==> config.mk <==
export PLATFORM = sky130hd
export DESIGN_NAME = rlmb_top
export DESIGN_NICKNAME = d
export VERILOG_FILES = /design/src/verilog/rlmb_pkg.sv /design/src/verilog/rlmb_sync.sv /design/src/verilog/rlmb_top.sv
export SDC_FILE = /design/constraint.sdc
export NUM_CORES = 1
export LEC_CHECK = 0
export ABC_AREA = 1
export ABC_CLOCK_PERIOD_IN_PS = 980
export BUFFER_PORTS_ARGS = -buffer_cell sky130_fd_sc_hd__buf_4
export CAP_MARGIN = 25
export CORE_MARGIN = 10
export CORE_UTILIZATION = 43
export CTS_BUF_LIST = sky130_fd_sc_hd__clkbuf_4
export CTS_CLUSTER_SIZE = 12
export DETAILED_ROUTE_END_ITERATION = 12
export PLACE_DENSITY = 0.77
export SYNTH_ARGS = -nofsm -noshare
export SYNTH_HDL_FRONTEND = slang
export SYNTH_HIERARCHICAL = 1
export SYNTH_SLANG_ARGS = --single-unit
==> constraint.sdc <==
create_clock -name clk -period 0.98 [get_ports clk]
set_input_delay 0.049 -clock clk [delete_from_list [all_inputs] [get_ports clk]]
set_output_delay 0.049 -clock clk [all_outputs]
set_load 0.005 [all_outputs]
==> src/verilog/rlmb_pkg.sv <==
package rlmb_pkg;

  // avalon register map, byte addresses of 32-bit words
  localparam int unsigned RLMB_ADDR_W       = 4;
  localparam logic [3:0]  RLMB_OFS_CTRL     = 4'h0;
  localparam logic [3:0]  RLMB_OFS_STATUS   = 4'h4;
  localparam logic [3:0]  RLMB_OFS_IRQ_STAT = 4'h8;
  localparam logic [3:0]  RLMB_OFS_IRQ_MASK = 4'hC;

  // control register fields
  localparam int unsigned RLMB_CTRL_SWEEP_ALLOW = 0;
  localparam int unsigned RLMB_CTRL_MUTE_FORCE  = 1;
  localparam int unsigned RLMB_CTRL_W           = 2;
  localparam logic [1:0]  RLMB_CTRL_RESET       = 2'h1;

  // status register fields
  localparam int unsigned RLMB_ST_LOCK       = 0;
  localparam int unsigned RLMB_ST_PHASE_LOCK = 1;
  localparam int unsigned RLMB_ST_SAT_LOW    = 2;
  localparam int unsigned RLMB_ST_SAT_HIGH   = 3;
  localparam int unsigned RLMB_ST_SWEEP_EN   = 4;
  localparam int unsigned RLMB_ST_SWEEP_UP   = 5;
  localparam int unsigned RLMB_ST_MUTE       = 6;
  localparam int unsigned RLMB_ST_BYPASS     = 7;
  localparam int unsigned RLMB_ST_W          = 8;

  // interrupt event bits, shared by status and mask
  localparam int unsigned RLMB_EV_LOCK_GAIN = 0;
  localparam int unsigned RLMB_EV_LOCK_LOSS = 1;
  localparam int unsigned RLMB_EV_REVERSE   = 2;
  localparam int unsigned RLMB_EV_W         = 3;
  localparam logic [2:0]  RLMB_EV_RESET     = 3'h0;

  localparam logic [31:0] RLMB_RD_UNMAPPED = 32'h0000_0000;

  // integrator saturation indications
  typedef struct packed {
    logic sat_high;
    logic sat_low;
  } rlmb_level_t;

  // pin inputs that cross into the clock domain
  typedef struct packed {
    logic        bypass_n;
    logic        phase_lock;
    rlmb_level_t level;
  } rlmb_pins_t;

  localparam int unsigned RLMB_PINS_W     = 4;
  localparam logic [3:0]  RLMB_PINS_RESET = 4'h8;

  // sweep drive towards the integrator summing node
  typedef struct packed {
    logic enable;
    logic up;
  } rlmb_sweep_t;

endpackage

==> src/verilog/rlmb_sync.sv <==
`timescale 1ns/1ps
`default_nettype none

module rlmb_sync
  import rlmb_pkg::*;
#(
  parameter int unsigned  W         = 1,
  parameter logic [W-1:0] RESET_VAL = '0
) (
  input  wire logic         clk,    // system clock
  input  wire logic         reset,  // synchronous, active high
  input  wire logic [W-1:0] async_in, // asynchronous levels
  output logic      [W-1:0] sync_out  // filtered, clock-domain levels
);

  genvar i;
  generate
    for (i = 0; i < W; i++) begin : g_bit
      logic s1_reg;
      logic s2_reg;
      logic s3_reg;
      logic out_reg;
      logic out_next;

      // change accepted only when stages two and three agree
      assign out_next = (s2_reg == s3_reg) ? s3_reg : out_reg;

      always_ff @(posedge clk) begin
        if (reset) begin
          s1_reg  <= RESET_VAL[i];
          s2_reg  <= RESET_VAL[i];
          s3_reg  <= RESET_VAL[i];
          out_reg <= RESET_VAL[i];
        end else begin
          s1_reg  <= async_in[i];
          s2_reg  <= s1_reg;
          s3_reg  <= s2_reg;
          out_reg <= out_next;
        end
      end

      assign sync_out[i] = out_reg;
    end
  endgenerate

endmodule

`default_nettype wire

==> src/verilog/rlmb_top.sv <==
// Our own choices: the Avalon-MM slave port and the address map.
`timescale 1ns/1ps
`default_nettype none

module rlmb_top
  import rlmb_pkg::*;
(
  input  wire logic                   clk,                   // 20 MHz clock
  input  wire logic                   reset,                 // synchronous, active high
  input  wire logic                   serial_in,             // serial data input pin
  input  wire logic                   phase_lock_in,         // phase-lock indication pin
  input  wire rlmb_level_t            loop_integrator_level, // integrator saturation pins
  input  wire logic                   bypass_n,              // bypass, active low pin
  output logic                        serial_out,            // serial data output
  output logic                        serial_out_n,          // complementary output
  output logic                        pll_lock,              // lock flag
  output rlmb_sweep_t                 sweep,                 // sweep current control
  output logic                        mute,                  // mute active
  output logic                        irq,                   // level interrupt
  input  wire logic [RLMB_ADDR_W-1:0] avs_address,           // byte address
  input  wire logic                   avs_read,              // read request
  input  wire logic                   avs_write,             // write request
  input  wire logic [31:0]            avs_writedata,         // write data
  input  wire logic [3:0]             avs_byteenable,        // byte enables
  output logic [31:0]                 avs_readdata,          // read data
  output logic                        avs_waitrequest        // stall
);

  function automatic logic rise(input logic cur, input logic prev);
    rise = cur & ~prev;
  endfunction

  // input synchronisation
  rlmb_pins_t pins_raw;
  rlmb_pins_t pins_s;
  logic [RLMB_PINS_W-1:0] pins_s_bits;

  assign pins_raw.bypass_n   = bypass_n;
  assign pins_raw.phase_lock = phase_lock_in;
  assign pins_raw.level      = loop_integrator_level;

  rlmb_sync #(
    .W         (RLMB_PINS_W),
    .RESET_VAL (RLMB_PINS_RESET)
  ) u_sync_pins (
    .clk      (clk),
    .reset    (reset),
    .async_in (pins_raw),
    .sync_out (pins_s_bits)
  );

  assign pins_s = rlmb_pins_t'(pins_s_bits);

  logic data_s;

  rlmb_sync #(
    .W         (1),
    .RESET_VAL (1'b0)
  ) u_sync_data (
    .clk      (clk),
    .reset    (reset),
    .async_in (serial_in),
    .sync_out (data_s)
  );

  // lock logic
  wire no_data     = pins_s.level.sat_high | pins_s.level.sat_low;
  wire bypass_on   = ~pins_s.bypass_n;
  wire lock_next   = pins_s.phase_lock & ~no_data;

  logic lock_reg;
  logic sat_any_reg;

  always_ff @(posedge clk) begin
    if (reset) begin
      lock_reg    <= 1'b0;
      sat_any_reg <= 1'b0;
    end else begin
      lock_reg    <= lock_next;
      sat_any_reg <= no_data;
    end
  end

  assign pll_lock = lock_reg;

  // sweep control
  logic [RLMB_CTRL_W-1:0] ctrl_reg;
  logic                   sweep_up_reg;
  logic                   sweep_en_reg;

  wire sweep_allow = ctrl_reg[RLMB_CTRL_SWEEP_ALLOW];
  wire sweep_en_next = sweep_allow & ~pins_s.phase_lock;
  wire reverse_ev    = sweep_en_reg & rise(no_data, sat_any_reg);
  wire sweep_up_next = reverse_ev ? ~sweep_up_reg : sweep_up_reg;

  always_ff @(posedge clk) begin
    if (reset) begin
      sweep_en_reg <= 1'b0;
      sweep_up_reg <= 1'b1;
    end else begin
      sweep_en_reg <= sweep_en_next;
      sweep_up_reg <= sweep_up_next;
    end
  end

  assign sweep.enable = sweep_en_reg;
  assign sweep.up     = sweep_up_reg;

  // mute and retime path
  wire mute_force = ctrl_reg[RLMB_CTRL_MUTE_FORCE];
  wire mute_cond  = ~lock_reg | mute_force;
  wire mute_eff   = mute_cond & ~bypass_on;

  logic retime_reg;
  logic retime_next;

  assign retime_next = mute_cond ? retime_reg : data_s;

  always_ff @(posedge clk) begin
    if (reset) begin
      retime_reg <= 1'b0;
    end else begin
      retime_reg <= retime_next;
    end
  end

  // bypass taps the pin ahead of any clocked stage
  assign serial_out   = bypass_on ? serial_in : retime_reg;
  assign serial_out_n = ~serial_out;
  assign mute         = mute_eff;

  // interrupt events
  logic lock_prev_reg;

  always_ff @(posedge clk) begin
    if (reset) begin
      lock_prev_reg <= 1'b0;
    end else begin
      lock_prev_reg <= lock_reg;
    end
  end

  logic [RLMB_EV_W-1:0] ev_now;

  assign ev_now[RLMB_EV_LOCK_GAIN] = rise(lock_reg, lock_prev_reg);
  assign ev_now[RLMB_EV_LOCK_LOSS] = rise(lock_prev_reg, lock_reg);
  assign ev_now[RLMB_EV_REVERSE]   = reverse_ev;

  // avalon slave: one wait cycle, answer on second edge
  logic        ack_reg;
  logic [31:0] rdata_reg;
  logic [RLMB_EV_W-1:0] irq_stat_reg;
  logic [RLMB_EV_W-1:0] irq_mask_reg;

  wire req        = avs_read | avs_write;
  wire wr_fire    = avs_write & ack_reg;
  wire sel_ctrl   = (avs_address == RLMB_OFS_CTRL);
  wire sel_status = (avs_address == RLMB_OFS_STATUS);
  wire sel_istat  = (avs_address == RLMB_OFS_IRQ_STAT);
  wire sel_imask  = (avs_address == RLMB_OFS_IRQ_MASK);
  wire be0        = avs_byteenable[0];

  assign avs_waitrequest = req & ~ack_reg;

  logic [RLMB_ST_W-1:0] status_word;

  assign status_word[RLMB_ST_LOCK]       = lock_reg;
  assign status_word[RLMB_ST_PHASE_LOCK] = pins_s.phase_lock;
  assign status_word[RLMB_ST_SAT_LOW]    = pins_s.level.sat_low;
  assign status_word[RLMB_ST_SAT_HIGH]   = pins_s.level.sat_high;
  assign status_word[RLMB_ST_SWEEP_EN]   = sweep_en_reg;
  assign status_word[RLMB_ST_SWEEP_UP]   = sweep_up_reg;
  assign status_word[RLMB_ST_MUTE]       = mute_eff;
  assign status_word[RLMB_ST_BYPASS]     = bypass_on;

  logic [31:0] rd_mux;

  assign rd_mux = sel_ctrl   ? {{(32-RLMB_CTRL_W){1'b0}}, ctrl_reg} :
                  sel_status ? {{(32-RLMB_ST_W){1'b0}}, status_word} :
                  sel_istat  ? {{(32-RLMB_EV_W){1'b0}}, irq_stat_reg} :
                  sel_imask  ? {{(32-RLMB_EV_W){1'b0}}, irq_mask_reg} :
                  RLMB_RD_UNMAPPED;

  wire [RLMB_CTRL_W-1:0] ctrl_next =
    (wr_fire & sel_ctrl & be0) ? avs_writedata[RLMB_CTRL_W-1:0] : ctrl_reg;
  wire [RLMB_EV_W-1:0] mask_next =
    (wr_fire & sel_imask & be0) ? avs_writedata[RLMB_EV_W-1:0] : irq_mask_reg;
  wire [RLMB_EV_W-1:0] clr_bits =
    (wr_fire & sel_istat & be0) ? avs_writedata[RLMB_EV_W-1:0] : RLMB_EV_RESET;
  // a new event wins over a simultaneous clear
  wire [RLMB_EV_W-1:0] stat_next = (irq_stat_reg & ~clr_bits) | ev_now;

  always_ff @(posedge clk) begin
    if (reset) begin
      ack_reg      <= 1'b0;
      rdata_reg    <= RLMB_RD_UNMAPPED;
      ctrl_reg     <= RLMB_CTRL_RESET;
      irq_mask_reg <= RLMB_EV_RESET;
      irq_stat_reg <= RLMB_EV_RESET;
    end else begin
      ack_reg      <= req & ~ack_reg;
      rdata_reg    <= (avs_read & ~ack_reg) ? rd_mux : rdata_reg;
      ctrl_reg     <= ctrl_next;
      irq_mask_reg <= mask_next;
      irq_stat_reg <= stat_next;
    end
  end

  assign avs_readdata = rdata_reg;
  assign irq          = |(irq_stat_reg & irq_mask_reg);

endmodule

`default_nettype wire

; ---- Yosys cells after proc, flatten, opt, wreduce, memory -nomap -nowiden
; Index checks and enable logic that the tools add are counted.
[word_totals]
register_bits = 67
input_bits = 49
output_inout_bits = 40
[op_classes]
n_eq_ne = 8
n_mux = 6
bitwise = 32
n_reduce_logical = 2
[ops]
columns = operator, n
row1 = bitwise AND 1 bit, 16
row2 = two-way mux 8 bit, 2
row3 = two-way mux 3 bit, 3
row4 = NOT 1 bit, 9
row5 = == test 4 bit (second input constant), 2
row6 = bitwise AND 3 bit, 2
row7 = == test 1 bit, 5
row8 = == test 4 x 3 -> 1 bit (second input constant), 1
row9 = zero test 4 bit, 1
row10 = NOT 3 bit, 1
row11 = bitwise OR 1 bit, 3
row12 = bitwise OR 3 bit, 1
row13 = OR reduction 3 bit, 1
row14 = two-way mux 1 bit, 1

; ---- Logic depth before layout (Yosys ltp)
; Gate-level depths: netlist of the first run.
[depth]
depth_word = 7
mapped_depth = 7
depth_no_buf = 7

; ---- Hierarchy
; Netlist of the first run, hierarchy kept.
[by_module_without_submodules]
columns = module, n_inst, cells_each, area_per_inst_um2, seq_area_each_um2
row1 = rlmb_top, 1, 173, 1232.4, 460.4
row2 = rlmb_sync (u_sync_pins), 1, 60, 520.5, 320.3
row3 = rlmb_sync (u_sync_data), 1, 13, 121.4, 80.1

; ---- Worst setup path before layout of the first run
; Ideal clock, no wire load.
[synth_path]
path_kind = register -> register
from = register ack_reg
to = register irq_mask_reg[0]
setup_ps = 116
arrival_time_ps = 834
path_slack_ps = 30
stages_incl_launch_ff = 6
path_buffers = 0
period_less_slack_ps = 950
cell_sequence = dfxtp_1 nand3_1 inv_1 nand3_2 o21ai_0 nor2_1
[synth_via]
elab_chain_cells = 3
[synth_lines]
columns = item, line
row1 = start: declaration, rlmb_top.sv:150  ; logic ack_reg;
row2 = start signal: assignment, rlmb_top.sv:201  ; ack_reg <= req & ~ack_reg;
row3 = bitwise AND 1 bit, rlmb_top.sv:156  ; wire wr_fire = avs_write & ack_reg;
row4 = bitwise AND 1 bit (2 in a row), rlmb_top.sv:187  ; (wr_fire & sel_imask & be0) ? avs_writedata[RLMB_EV_W-1:0] : irq_mask_reg;
row5 = end signal: assignment, rlmb_top.sv:204  ; irq_mask_reg <= mask_next;
row6 = end: declaration, rlmb_top.sv:153  ; logic [RLMB_EV_W-1:0] irq_mask_reg;
; Every way passes these cells.
; A chain may end at the register's enable or synchronous reset.

; ---- Final worst setup path of the first run
[layout_path]
from = register u_sync_pins.g_bit[3].out_reg
to = output port serial_out
[layout_via]
elab_chain_cells = 1
[layout_lines]
columns = item, line
row1 = start: declaration, rlmb_sync.sv:22  ; logic out_reg;
row2 = start signal: assignment, rlmb_sync.sv:33  ; out_reg <= RESET_VAL[i];
row3 = start signal: assignment, rlmb_sync.sv:38  ; out_reg <= out_next;
row4 = two-way mux 1 bit, rlmb_top.sv:128  ; assign serial_out = bypass_on ? serial_in : retime_reg;
row5 = end: declaration, rlmb_top.sv:14  ; output logic serial_out,
; Every way passes these cells.

==> flow_summary_export.csv, run 1 <==
group,metric,value,unit
worst_hold_path,hold_depth,5,
routing,drc_errors,0,
cts,cts_root_buffer,"clkbuf_4",
global_routing,grt_util_all_layers,11.0,%
power,p_per_area,1270,mW/mm2
cts,insertion_delay,0.37,ns
job,max_cap_violations,0,
cts,cts_tree,"yes",
yosys,netlist_area,0.00187,mm2
yosys,synth_top_cells_by_area,"dfxtp_1 46%, buf_4 12%, nor2_1 8.4%, inv_1 5.8%, nand2_1 5.2%",
routing,drt-initial-drc-count,93,
global_routing,antenna_found_initial,0,
global_routing,grt_pass1_vias,1532,
critical_path,worstSetupPathType,"reg2out",
critical_path,max_stage_delay,0.36,ns
floorplanning,initial_core_util,45.5,%
routing,routed_wl,4380,um
critical_path,crit_path_end_kind,"primary output",
yosys,synth-seq-cells,43,
routing,wl_per_cell,12.3,um
cts,cts_htree_levels,2,
yosys,synth_edf_count,0,
cells_and_area,nNetsFinal,355,
global_routing,grt_max_degree,14,
cells_and_area,finalNonFillerCells,357,
run_status,status,"complete, but fails checks",
yosys,ys.flop_type,"dfxtp_1",
cts,numCtsBuffers,5,
sta,finalHoldViolations,0,
yosys,synth.distinct_cells,24,
floorplanning,die_h,86.0,um
sta,clock_skew,0.00936,ns
cells_and_area,largest_reg_flops,8,
sta,min_period,1.28,ns
floorplanning,dieArea,0.00740,mm2
floorplanning,rows,23,
critical_path,crit_arrival,1.24,ns
critical_path,path_delay_family,"flip-flops",
cells_and_area,final_util,60.5,%
floorplanning,io_pins,89,
critical_path,crit_cells,5,
yosys,synth_area_leader_cell,"dfxtp_1",
critical_path,rr_worst_depth,5,
routing,ant_nets,0,
yosys,ys_warn_count,6,
power,peakVddDrop,933,uV
critical_path,cp_max_fo,2,
sta,period_share,131,%
yosys,synth_area_per_cell,7.62,um2
sta,fmax,779,MHz
floorplanning,die_w,86.0,um
cells_and_area,fillCellCount,365,
critical_path,cp.required,0.93,ns
critical_path,cp-start-kind,"flop",
sta,drv_slew,0,
run_status,violations,"negative setup slack",
worst_hold_path,hold_start,"avs_address[2]",
floorplanning,core,0.00412,mm2
placement,place_congestion,0.900,
global_routing,grt_pass1_wl,6780,um
sta,finalSetupViolations,13,
cts,cts.sinks,43,
placement,place_inst,329,
cts,clkTransAtPathRegs,0.13,ns
global_routing,gr-total-overflow,0,
power,p_leak,0.00119,uW
cts,cts_buffer_depth,2,
sta,setup_ws,-0.304,ns
yosys,synthCells,246,
cells_and_area,area_growth,32.9,%
worst_hold_path,hp-class,"in2reg",
routing,num_vias,1636,
critical_path,critPathBufInv,3,
critical_path,crit_chain,"inv_2 -> or2_4 -> o21ai_2 -> inv_1 -> buf_6",
yosys,netlist.area_leader.share,45.9,%
sta,rsz0062_at_grt,"yes",
cells_and_area,drive_gt1_share,35.8,%
critical_path,r2r-start,"ack_reg",
critical_path,setup.worst_path.start,"u_sync_pins/g_bit[3].out_reg",
yosys,ys_seq_area_share,45.9,%
cells_and_area,antenna-diode-count,0,
yosys,ys_top_cells_by_count,"43 x dfxtp_1, 42 x nor2_1, 31 x buf_4",
routing,drt_pass1_iterations,4,
routing,viasPerCell,4.58,
yosys,yosysMostFrequentCell,"dfxtp_1",
placement,portBuffers,32,
critical_path,crit_slowest_cell,"dfxtp_2",
yosys,synthArstFlopShare,0,%
placement,hpwl,2900,um
## per-stage QoR
stage               instance area, um2  total power [uW]  setup TNS [ns]  setup slack, ns  hold slack (ns)
CTS                               2380              3110           -1.00           -0.286           0.0220
floorplan                         1960              2100               0           0.0304            0.118
finish                            2490              3160           -1.24           -0.304           0.0458
global route                      2490              3350           -2.20           -0.390           0.0476
detailed placement                2090              2180          -0.104          -0.0332            0.243
global placement                  2090              2180         -0.0763          -0.0261            0.233
## layout by cell type, fill, tap and decap left out
| master | Yosys | layout |
|---|---|---|
| a21oi_1 | 13 | 9 |
| a21oi_2 | 0 | 3 |
| a21oi_4 | 0 | 1 |
| and2_1 | 1 | 1 |
| buf_4 | 31 | 44 |
| buf_6 | 2 | 11 |
| clkbuf_4 | 0 | 6 |
| clkinv_2 | 0 | 1 |
| clkinvlp_4 | 0 | 1 |
| conb_1 | 1 | 24 |
| dfxtp_1 | 43 | 29 |
| dfxtp_2 | 0 | 13 |
| dfxtp_4 | 0 | 1 |
| dlygate4sd3_1 | 0 | 9 |
| inv_1 | 29 | 25 |
| inv_2 | 3 | 6 |
| inv_4 | 0 | 2 |
| nand2_1 | 26 | 25 |
| nand2_2 | 2 | 2 |
| nand2_4 | 0 | 1 |
| nand3_1 | 16 | 15 |
| nand3_2 | 1 | 1 |
| nand3_4 | 0 | 1 |
| nand3b_1 | 1 | 1 |
| nand4_1 | 5 | 5 |
| nor2_1 | 42 | 39 |
| nor2_2 | 4 | 4 |
| nor2_4 | 1 | 4 |
| nor3_1 | 1 | 1 |
| o21ai_0 | 18 | 9 |
| o21ai_1 | 0 | 2 |
| o21ai_2 | 0 | 6 |
| o21ai_4 | 0 | 1 |
| o21bai_1 | 1 | 1 |
| or2_1 | 2 | 2 |
| or2_4 | 0 | 1 |
## path summary, 6_finish.rpt
| check | to | slack [ns] |
|---|---|---|
| setup / recovery | serial_out | -0.30 |
| hold / removal | ctrl_reg[0] | 0.05 |
| setup reg to reg | avs_readdata[7] | -0.09 |
| hold reg to reg | u_sync_pins/g_bit[1].s2_reg | 0.41 |
## layout make-up
| type | count | area [um2] | area share (%) |
|---|---|---|---|
| multi-input cells | 159 | 817 | 32.8 |
| clock buffers | 6 | 45.0 | 1.81 |
| clock inverters | 2 | 12.5 | 0.502 |
| flip-flops and latches | 43 | 881 | 35.4 |
| well taps | 50 | 62.6 | 2.51 |
| repair buffers | 64 | 544 | 21.8 |
| inverters | 33 | 129 | 5.17 |
## per-layer routing
layer | global-route usage (%) | share of wire (%)
met1 | 11.8 | 39
met3 | 4.16 | 7.1
met5 | 0 | 0
met4 | 4.49 | 1.6
met2 | 18.9 | 53
## worst min-delay path: stages
cell     delay [ns]
buf_4          0.10
nor2_2         0.05
nand2_4        0.05
nand2_1        0.05
nand3_1        0.08
## cell families (layout without fill, tap and decap cells)
| group | after synthesis | after routing | synth area share (%) |
|---|---|---|---|
| other | 1 | 24 | 0.200 |
| buffers and inverters | 67 | 105 | 20.5 |
| AND/OR/NAND/NOR | 103 | 103 | 24.7 |
| AO/OA/AOI/OAI | 32 | 32 | 8.68 |
| flip-flops | 43 | 43 | 45.9 |
## where the power goes
| group | switching [uW] | internal [uW] | leakage [uW] |
|---|---|---|---|
| clock | 590 | 305 | 0.0000317 |
| combinational | 217 | 217 | 0.000804 |
| sequential | 31.9 | 1800 | 0.000356 |
| total | 839 | 2320 | 0.00119 |
## timing repair
item | in CTS | in global routing
pin swaps | 4 | 11
resized for setup | 31 | 37
gates cloned | 0 | 1
hold buffers | 9 | 0
buffers inserted | 8 | 3
endpoints found under the hold margin | 17 | 0
setup endpoints to repair | 15 | 20
Power figures use the tool's default switching activity.
==> inputs of run 2 (changes only) <==
--- a/config.mk
+++ b/config.mk
@@ -6,7 +6,7 @@
 export NUM_CORES = 1
 export LEC_CHECK = 0
 export ABC_AREA = 1
-export ABC_CLOCK_PERIOD_IN_PS = 980
+export ABC_CLOCK_PERIOD_IN_PS = 1100
 export BUFFER_PORTS_ARGS = -buffer_cell sky130_fd_sc_hd__buf_4
 export CAP_MARGIN = 25
 export CORE_MARGIN = 10
==> constraint.sdc (replaced) <==
create_clock -name clk -period 1.1 [get_ports clk]
set_input_delay 0.055 -clock clk [delete_from_list [all_inputs] [get_ports clk]]
set_output_delay 0.055 -clock clk [all_outputs]
set_load 0.005 [all_outputs]
==> flow_summary_export.csv, run 2 (synthesized netlist as in run 1, its figures left out) <==
group,metric,value,unit
power,seqPwrFrac,56.2,%
critical_path,crit_cells,5,
cells_and_area,ff_latch_area,866,um2
placement,place_inst,323,
sta,drv_slew,0,
power,p_per_area,1280,mW/mm2
routing,viasPerCell,4.48,
cells_and_area,multi_input_area,748,um2
routing,ant_nets,0,
cts,cts_htree_levels,2,
power,internal_power,2250,uW
cts,cts_root_buffer,"clkbuf_4",
placement,place_congestion,0.874,
sta,period_share,114,%
global_routing,grt_max_degree,19,
sta,rsz0062_at_grt,"yes",
critical_path,max_stage_delay,0.35,ns
sta,finalHoldViolations,0,
run_status,violations,"negative setup slack",
floorplanning,dieArea,0.00740,mm2
power,swShare,22.5,%
placement,portBuffers,32,
worst_hold_path,hold_depth,5,
critical_path,rr_worst_depth,6,
critical_path,crit_arrival,1.20,ns
run_status,status,"complete, but fails checks",
floorplanning,die_w,86.0,um
critical_path,crit_slowest_cell,"dfxtp_2",
floorplanning,initial_core_util,45.5,%
critical_path,crit_path_end_kind,"primary output",
cts,clkTransAtPathRegs,0.12,ns
routing,drt-initial-drc-count,78,
power,pwr-share-comb,10.6,%
cells_and_area,drive_gt1_share,24.1,%
floorplanning,core,0.00412,mm2
floorplanning,die_h,86.0,um
worst_hold_path,hp-class,"in2reg",
global_routing,grt_pass1_vias,1465,
cells_and_area,antenna-diode-count,0,
sta,clock_skew,0.0111,ns
cells_and_area,final_util,55.3,%
cells_and_area,final_cell_mix,"40 x nor2_1, 39 x dfxtp_1, 38 x buf_4",
routing,wl_per_cell,11.2,um
cells_and_area,fillCellCount,391,
cts,insertion_delay,0.35,ns
sta,finalSetupViolations,3,
cells_and_area,largest_reg_flops,8,
cells_and_area,finalNonFillerCells,341,
global_routing,grt_pass1_wl,6600,um
critical_path,cp.required,1.04,ns
cts,cts_tree,"yes",
power,p_clk_share,33.2,%
critical_path,cp-start-kind,"flop",
sta,min_period,1.26,ns
critical_path,cp_max_fo,2,
critical_path,worstSetupPathType,"reg2out",
global_routing,antenna_found_initial,0,
global_routing,grt_util_all_layers,10.8,%
power,p_sw,654,uW
routing,drt_pass1_iterations,4,
cells_and_area,final_common_cell,"nor2_1",
critical_path,path_delay_family,"flip-flops",
sta,fmax,797,MHz
routing,routed_wl,3830,um
placement,hpwl,2960,um
cells_and_area,nNetsFinal,340,
cts,cts_buffer_depth,2,
floorplanning,io_pins,89,
cells_and_area,area_growth,21.4,%
sta,setup_ws,-0.155,ns
routing,drc_errors,0,
power,peakVddDrop,670,uV
critical_path,critPathBufInv,3,
cts,numCtsBuffers,5,
routing,num_vias,1528,
cells_and_area,stdcell_area,0.00228,mm2
placement,placedInstanceArea,0.00205,mm2
power,p_leak,0.00108,uW
critical_path,crit_chain,"inv_2 -> or2_4 -> o21ai_2 -> inv_1 -> buf_6",
placement,place_ws,0.0300,ns
cts,cts.sinks,43,
global_routing,gr-total-overflow,0,
floorplanning,rows,23,
sta,finalSetupTns,-0.263,ns
job,max_cap_violations,0,
run 2: cell count changes in the layout (fill, tap and decap cells not counted), sizes merged:
cell / delta
buf: -15
clkinvlp: -1
inv: -1
bufinv: +1
run 2: path summary, 6_finish.rpt:
path / startpoint / to / slack, ns
worst max-delay path: u_sync_pins/g_bit[3].out_reg / serial_out / -0.16
worst min-delay path: avs_address[2] / ctrl_reg[0] / 0.03
worst max register to register: ack_reg / irq_mask_reg[0] / 0.13
worst min register to register: u_sync_pins/g_bit[2].s1_reg / u_sync_pins/g_bit[2].s2_reg / 0.41
run 2: worst register-to-register path, cell delays in order (launching register included):
cell and delay [ns]:
dfxtp_2 0.37, nand3_1 0.09, inv_2 0.14, nand3_4 0.10, clkinv_1 0.08, nor2_1 0.04, nor2_1 0.09
run 2: metrics by stage:
stage               hold WS, ns  total power, uW
floorplan                 0.124             1870
detailed placement        0.238             1940
finish                   0.0345             2900
CTS                      0.0246             2930
global placement          0.239             1930
global route             0.0732             3040
run 2: metal layers:
layer  track usage, %  vias to the layer above  routed length (um)
met5                0                        -                   0
met4             4.94                        0                  75
met3             4.16                        8                 314
met2             18.7                       41                1920
met1             11.2                      677                1510
li1                 -                      802                   -
run 2: layout make-up:
class                           instances  area share [%]
Timing Repair Buffer                   49            17.5
Tap cell                               50            2.75
Inverter                               33            5.55
Clock inverter                          1            1.32
Multi-Input combinational cell        159            32.9
Sequential cell                        43            38.0
Clock buffer                            6            1.98
run 2: timing repair:
item,4_1_cts,5_1_grt
pin swaps,1,0
setup endpoints to repair,6,6
cloned,0,0
endpoints found under the hold margin,10,0
setup buffers,2,0
hold buffers,9,0
gates resized for setup,17,5
run 2: power by group through the flow:
stage	sequential, uW	clock [uW]	combinational [uW]
final	1630	963	307
after global routing	1640	1050	350
after CTS	1630	992	303
after detailed placement	1670	0	274
after global placement	1660	0	268
after floorplan	1660	0	205
==> inputs of run 3 (changes only) <==
--- a/config.mk
+++ b/config.mk
@@ -6,15 +6,15 @@
 export NUM_CORES = 1
 export LEC_CHECK = 0
 export ABC_AREA = 1
-export ABC_CLOCK_PERIOD_IN_PS = 1100
+export ABC_CLOCK_PERIOD_IN_PS = 1600
 export BUFFER_PORTS_ARGS = -buffer_cell sky130_fd_sc_hd__buf_4
 export CAP_MARGIN = 25
 export CORE_MARGIN = 10
-export CORE_UTILIZATION = 43
+export CORE_UTILIZATION = 51
 export CTS_BUF_LIST = sky130_fd_sc_hd__clkbuf_4
 export CTS_CLUSTER_SIZE = 12
 export DETAILED_ROUTE_END_ITERATION = 12
-export PLACE_DENSITY = 0.77
+export PLACE_DENSITY = 0.86
 export SYNTH_ARGS = -nofsm -noshare
 export SYNTH_HDL_FRONTEND = slang
 export SYNTH_HIERARCHICAL = 1
==> constraint.sdc (replaced) <==
create_clock -name clk -period 1.6 [get_ports clk]
set_input_delay 0.08 -clock clk [delete_from_list [all_inputs] [get_ports clk]]
set_output_delay 0.08 -clock clk [all_outputs]
set_load 0.005 [all_outputs]
==> flow_summary_export.csv, run 3 (synthesized netlist as in run 1, its figures left out) <==
group,metric,value,unit
run_status,status,"completed",
power,swShare,23.5,%
power,pwr-share-comb,9.5,%
critical_path,critPathBufInv,3,
critical_path,r2r_setup_slack,0.45,ns
sta,fmax,688,MHz
critical_path,crit_path_end_kind,"primary output",
global_routing,grt_pass1_vias,1449,
sta,rsz0062_at_grt,"no",
global_routing,antenna_found_initial,0,
routing,viasPerCell,4.56,
floorplanning,die_h,80.6,um
cts,post_cts_buffers,0,
routing,num_vias,1497,
sta,drv_slew,0,
sta,min_period,1.45,ns
sta,finalSetupTns,0,ns
sta,period_share,90.8,%
cts,cts_htree_levels,2,
placement,portBuffers,32,
placement,hpwl,2780,um
floorplanning,io_pins,89,
routing,drt_pass1_iterations,4,
power,p_leak,0.00103,uW
power,internal_power,1520,uW
routing,drc_errors,0,
sta,clock_skew,0.0153,ns
job,max_cap_violations,0,
worst_hold_path,hold_depth,3,
power,p_sw,466,uW
cells_and_area,final_common_cell,"dfxtp_1",
cts,cts_root_buffer,"clkbuf_4",
routing,drt-initial-drc-count,62,
critical_path,cp-start-kind,"flop",
critical_path,worstSetupPathType,"reg2out",
power,seqPwrFrac,56.5,%
routing,routed_wl,3640,um
sta,setup_ws,0.147,ns
sta,worst_pin_slew,0.513,ns
global_routing,grt_max_degree,25,
worst_hold_path,hp-class,"in2reg",
floorplanning,rows,21,
critical_path,crit_cells,5,
cts,clkTransAtPathRegs,0.12,ns
critical_path,crit_arrival,1.37,ns
power,p_per_area,923,mW/mm2
cells_and_area,nNetsFinal,330,
routing,wl_per_cell,11.1,um
cts,insertion_delay,0.36,ns
floorplanning,dieArea,0.00650,mm2
cts,cts.sinks,43,
cells_and_area,area_growth,14.7,%
critical_path,path_delay_family,"flip-flops",
critical_path,crit_slowest_cell,"dfxtp_1",
routing,ant_nets,0,
placement,place_congestion,0.810,
cells_and_area,drive_gt1_share,18.4,%
critical_path,cp.required,1.52,ns
cts,numCtsBuffers,5,
global_routing,grt_pass1_wl,6200,um
global_routing,gr-total-overflow,0,
cells_and_area,antenna-diode-count,0,
sta,finalSetupViolations,0,
critical_path,cp_max_fo,3,
critical_path,crit_chain,"inv_1 -> or2_2 -> o21ai_0 -> inv_1 -> buf_4",
floorplanning,core,0.00344,mm2
cts,cts_resized,0,
sta,relSlewSlack,65.8,%
power,peakVddDrop,468,uV
floorplanning,initial_core_util,54.5,%
critical_path,max_stage_delay,0.37,ns
sta,finalHoldViolations,0,
floorplanning,die_w,80.6,um
power,p_clk_share,33.9,%
placement,place_ws,0.455,ns
global_routing,grt_util_all_layers,11.7,%
critical_path,crit_top_cell,"inv_1",
cts,cts_buffer_depth,2,
cells_and_area,final_cell_mix,"43 x dfxtp_1, 42 x nor2_1, 32 x buf_4",
cts,cts_tree,"yes",
cells_and_area,largest_reg_flops,8,
critical_path,rr_worst_depth,4,
run 3: cell count changes in the layout (fill, tap and decap cells not counted), sizes merged:
cell,change
clkinv,+2
buf,-8
clkbuf,-1
dlygate4sd3,-2
run 3: cell type report:
| class | count | area, um2 |
|---|---|---|
| fill | 338 | 1290 |
| clock inverter | 3 | 43.8 |
| multi-input combinational | 159 | 716 |
| sequential | 43 | 861 |
| timing repair buffer | 39 | 310 |
| inverter | 33 | 124 |
| tap | 46 | 57.6 |
| clock buffer | 5 | 37.5 |
run 3: path summary, 6_finish.rpt:
kind	start	endpoint
worst max-delay path	u_sync_pins/g_bit[3].out_reg	serial_out
worst min register to register	u_sync_pins/g_bit[0].s1_reg	u_sync_pins/g_bit[0].s2_reg
worst max register to register	ack_reg	avs_readdata[0]
worst min-delay path	avs_writedata[1]	irq_mask_reg[1]
run 3: power groups by stage:
| stage | Clock [uW] | Combinational [uW] | Sequential (uW) |
|---|---|---|---|
| 4_1_cts | 699 | 188 | 1120 |
| 3_5_place_dp | 0 | 173 | 1150 |
| 2_1_floorplan | 0 | 141 | 1140 |
| 6_report | 674 | 189 | 1120 |
| 5_1_grt | 738 | 219 | 1130 |
| 3_3_place_gp | 0 | 170 | 1140 |
run 3: stage by stage:
stage                     utilization [%]  power, uW  hold slack [ns]  instance area (um2)  instances
after floorplan                         -       1280            0.149                 1960        269
after global placement               58.1       1320            0.261                 2000        313
after detailed placement             58.1       1320            0.268                 2000        313
after CTS                            62.5       2010           0.0127                 2150        328
after global routing                 62.5       2080           0.0188                 2150        328
final                                62.5       1980           0.0189                 2150        328
run 3: timing repair:
item / 4_1_cts / 5_1_grt
hold buffers: 7 / 0
endpoints found under the setup margin: 0 / 0
hold endpoints to repair: 7 / 0
run 3: metal layers:
layer	track usage, %	up-vias	share of wire [%]
met5	0	-	0
met4	4.75	0	1.5
met3	5.35	7	8.9
met2	20.5	39	48
met1	11.8	666	42
li1	-	785	-
run 3: tightest hold or removal path, cell delays in order:
cell     delay, ns
buf_4         0.10
o21ai_0       0.08
nor2_1        0.08
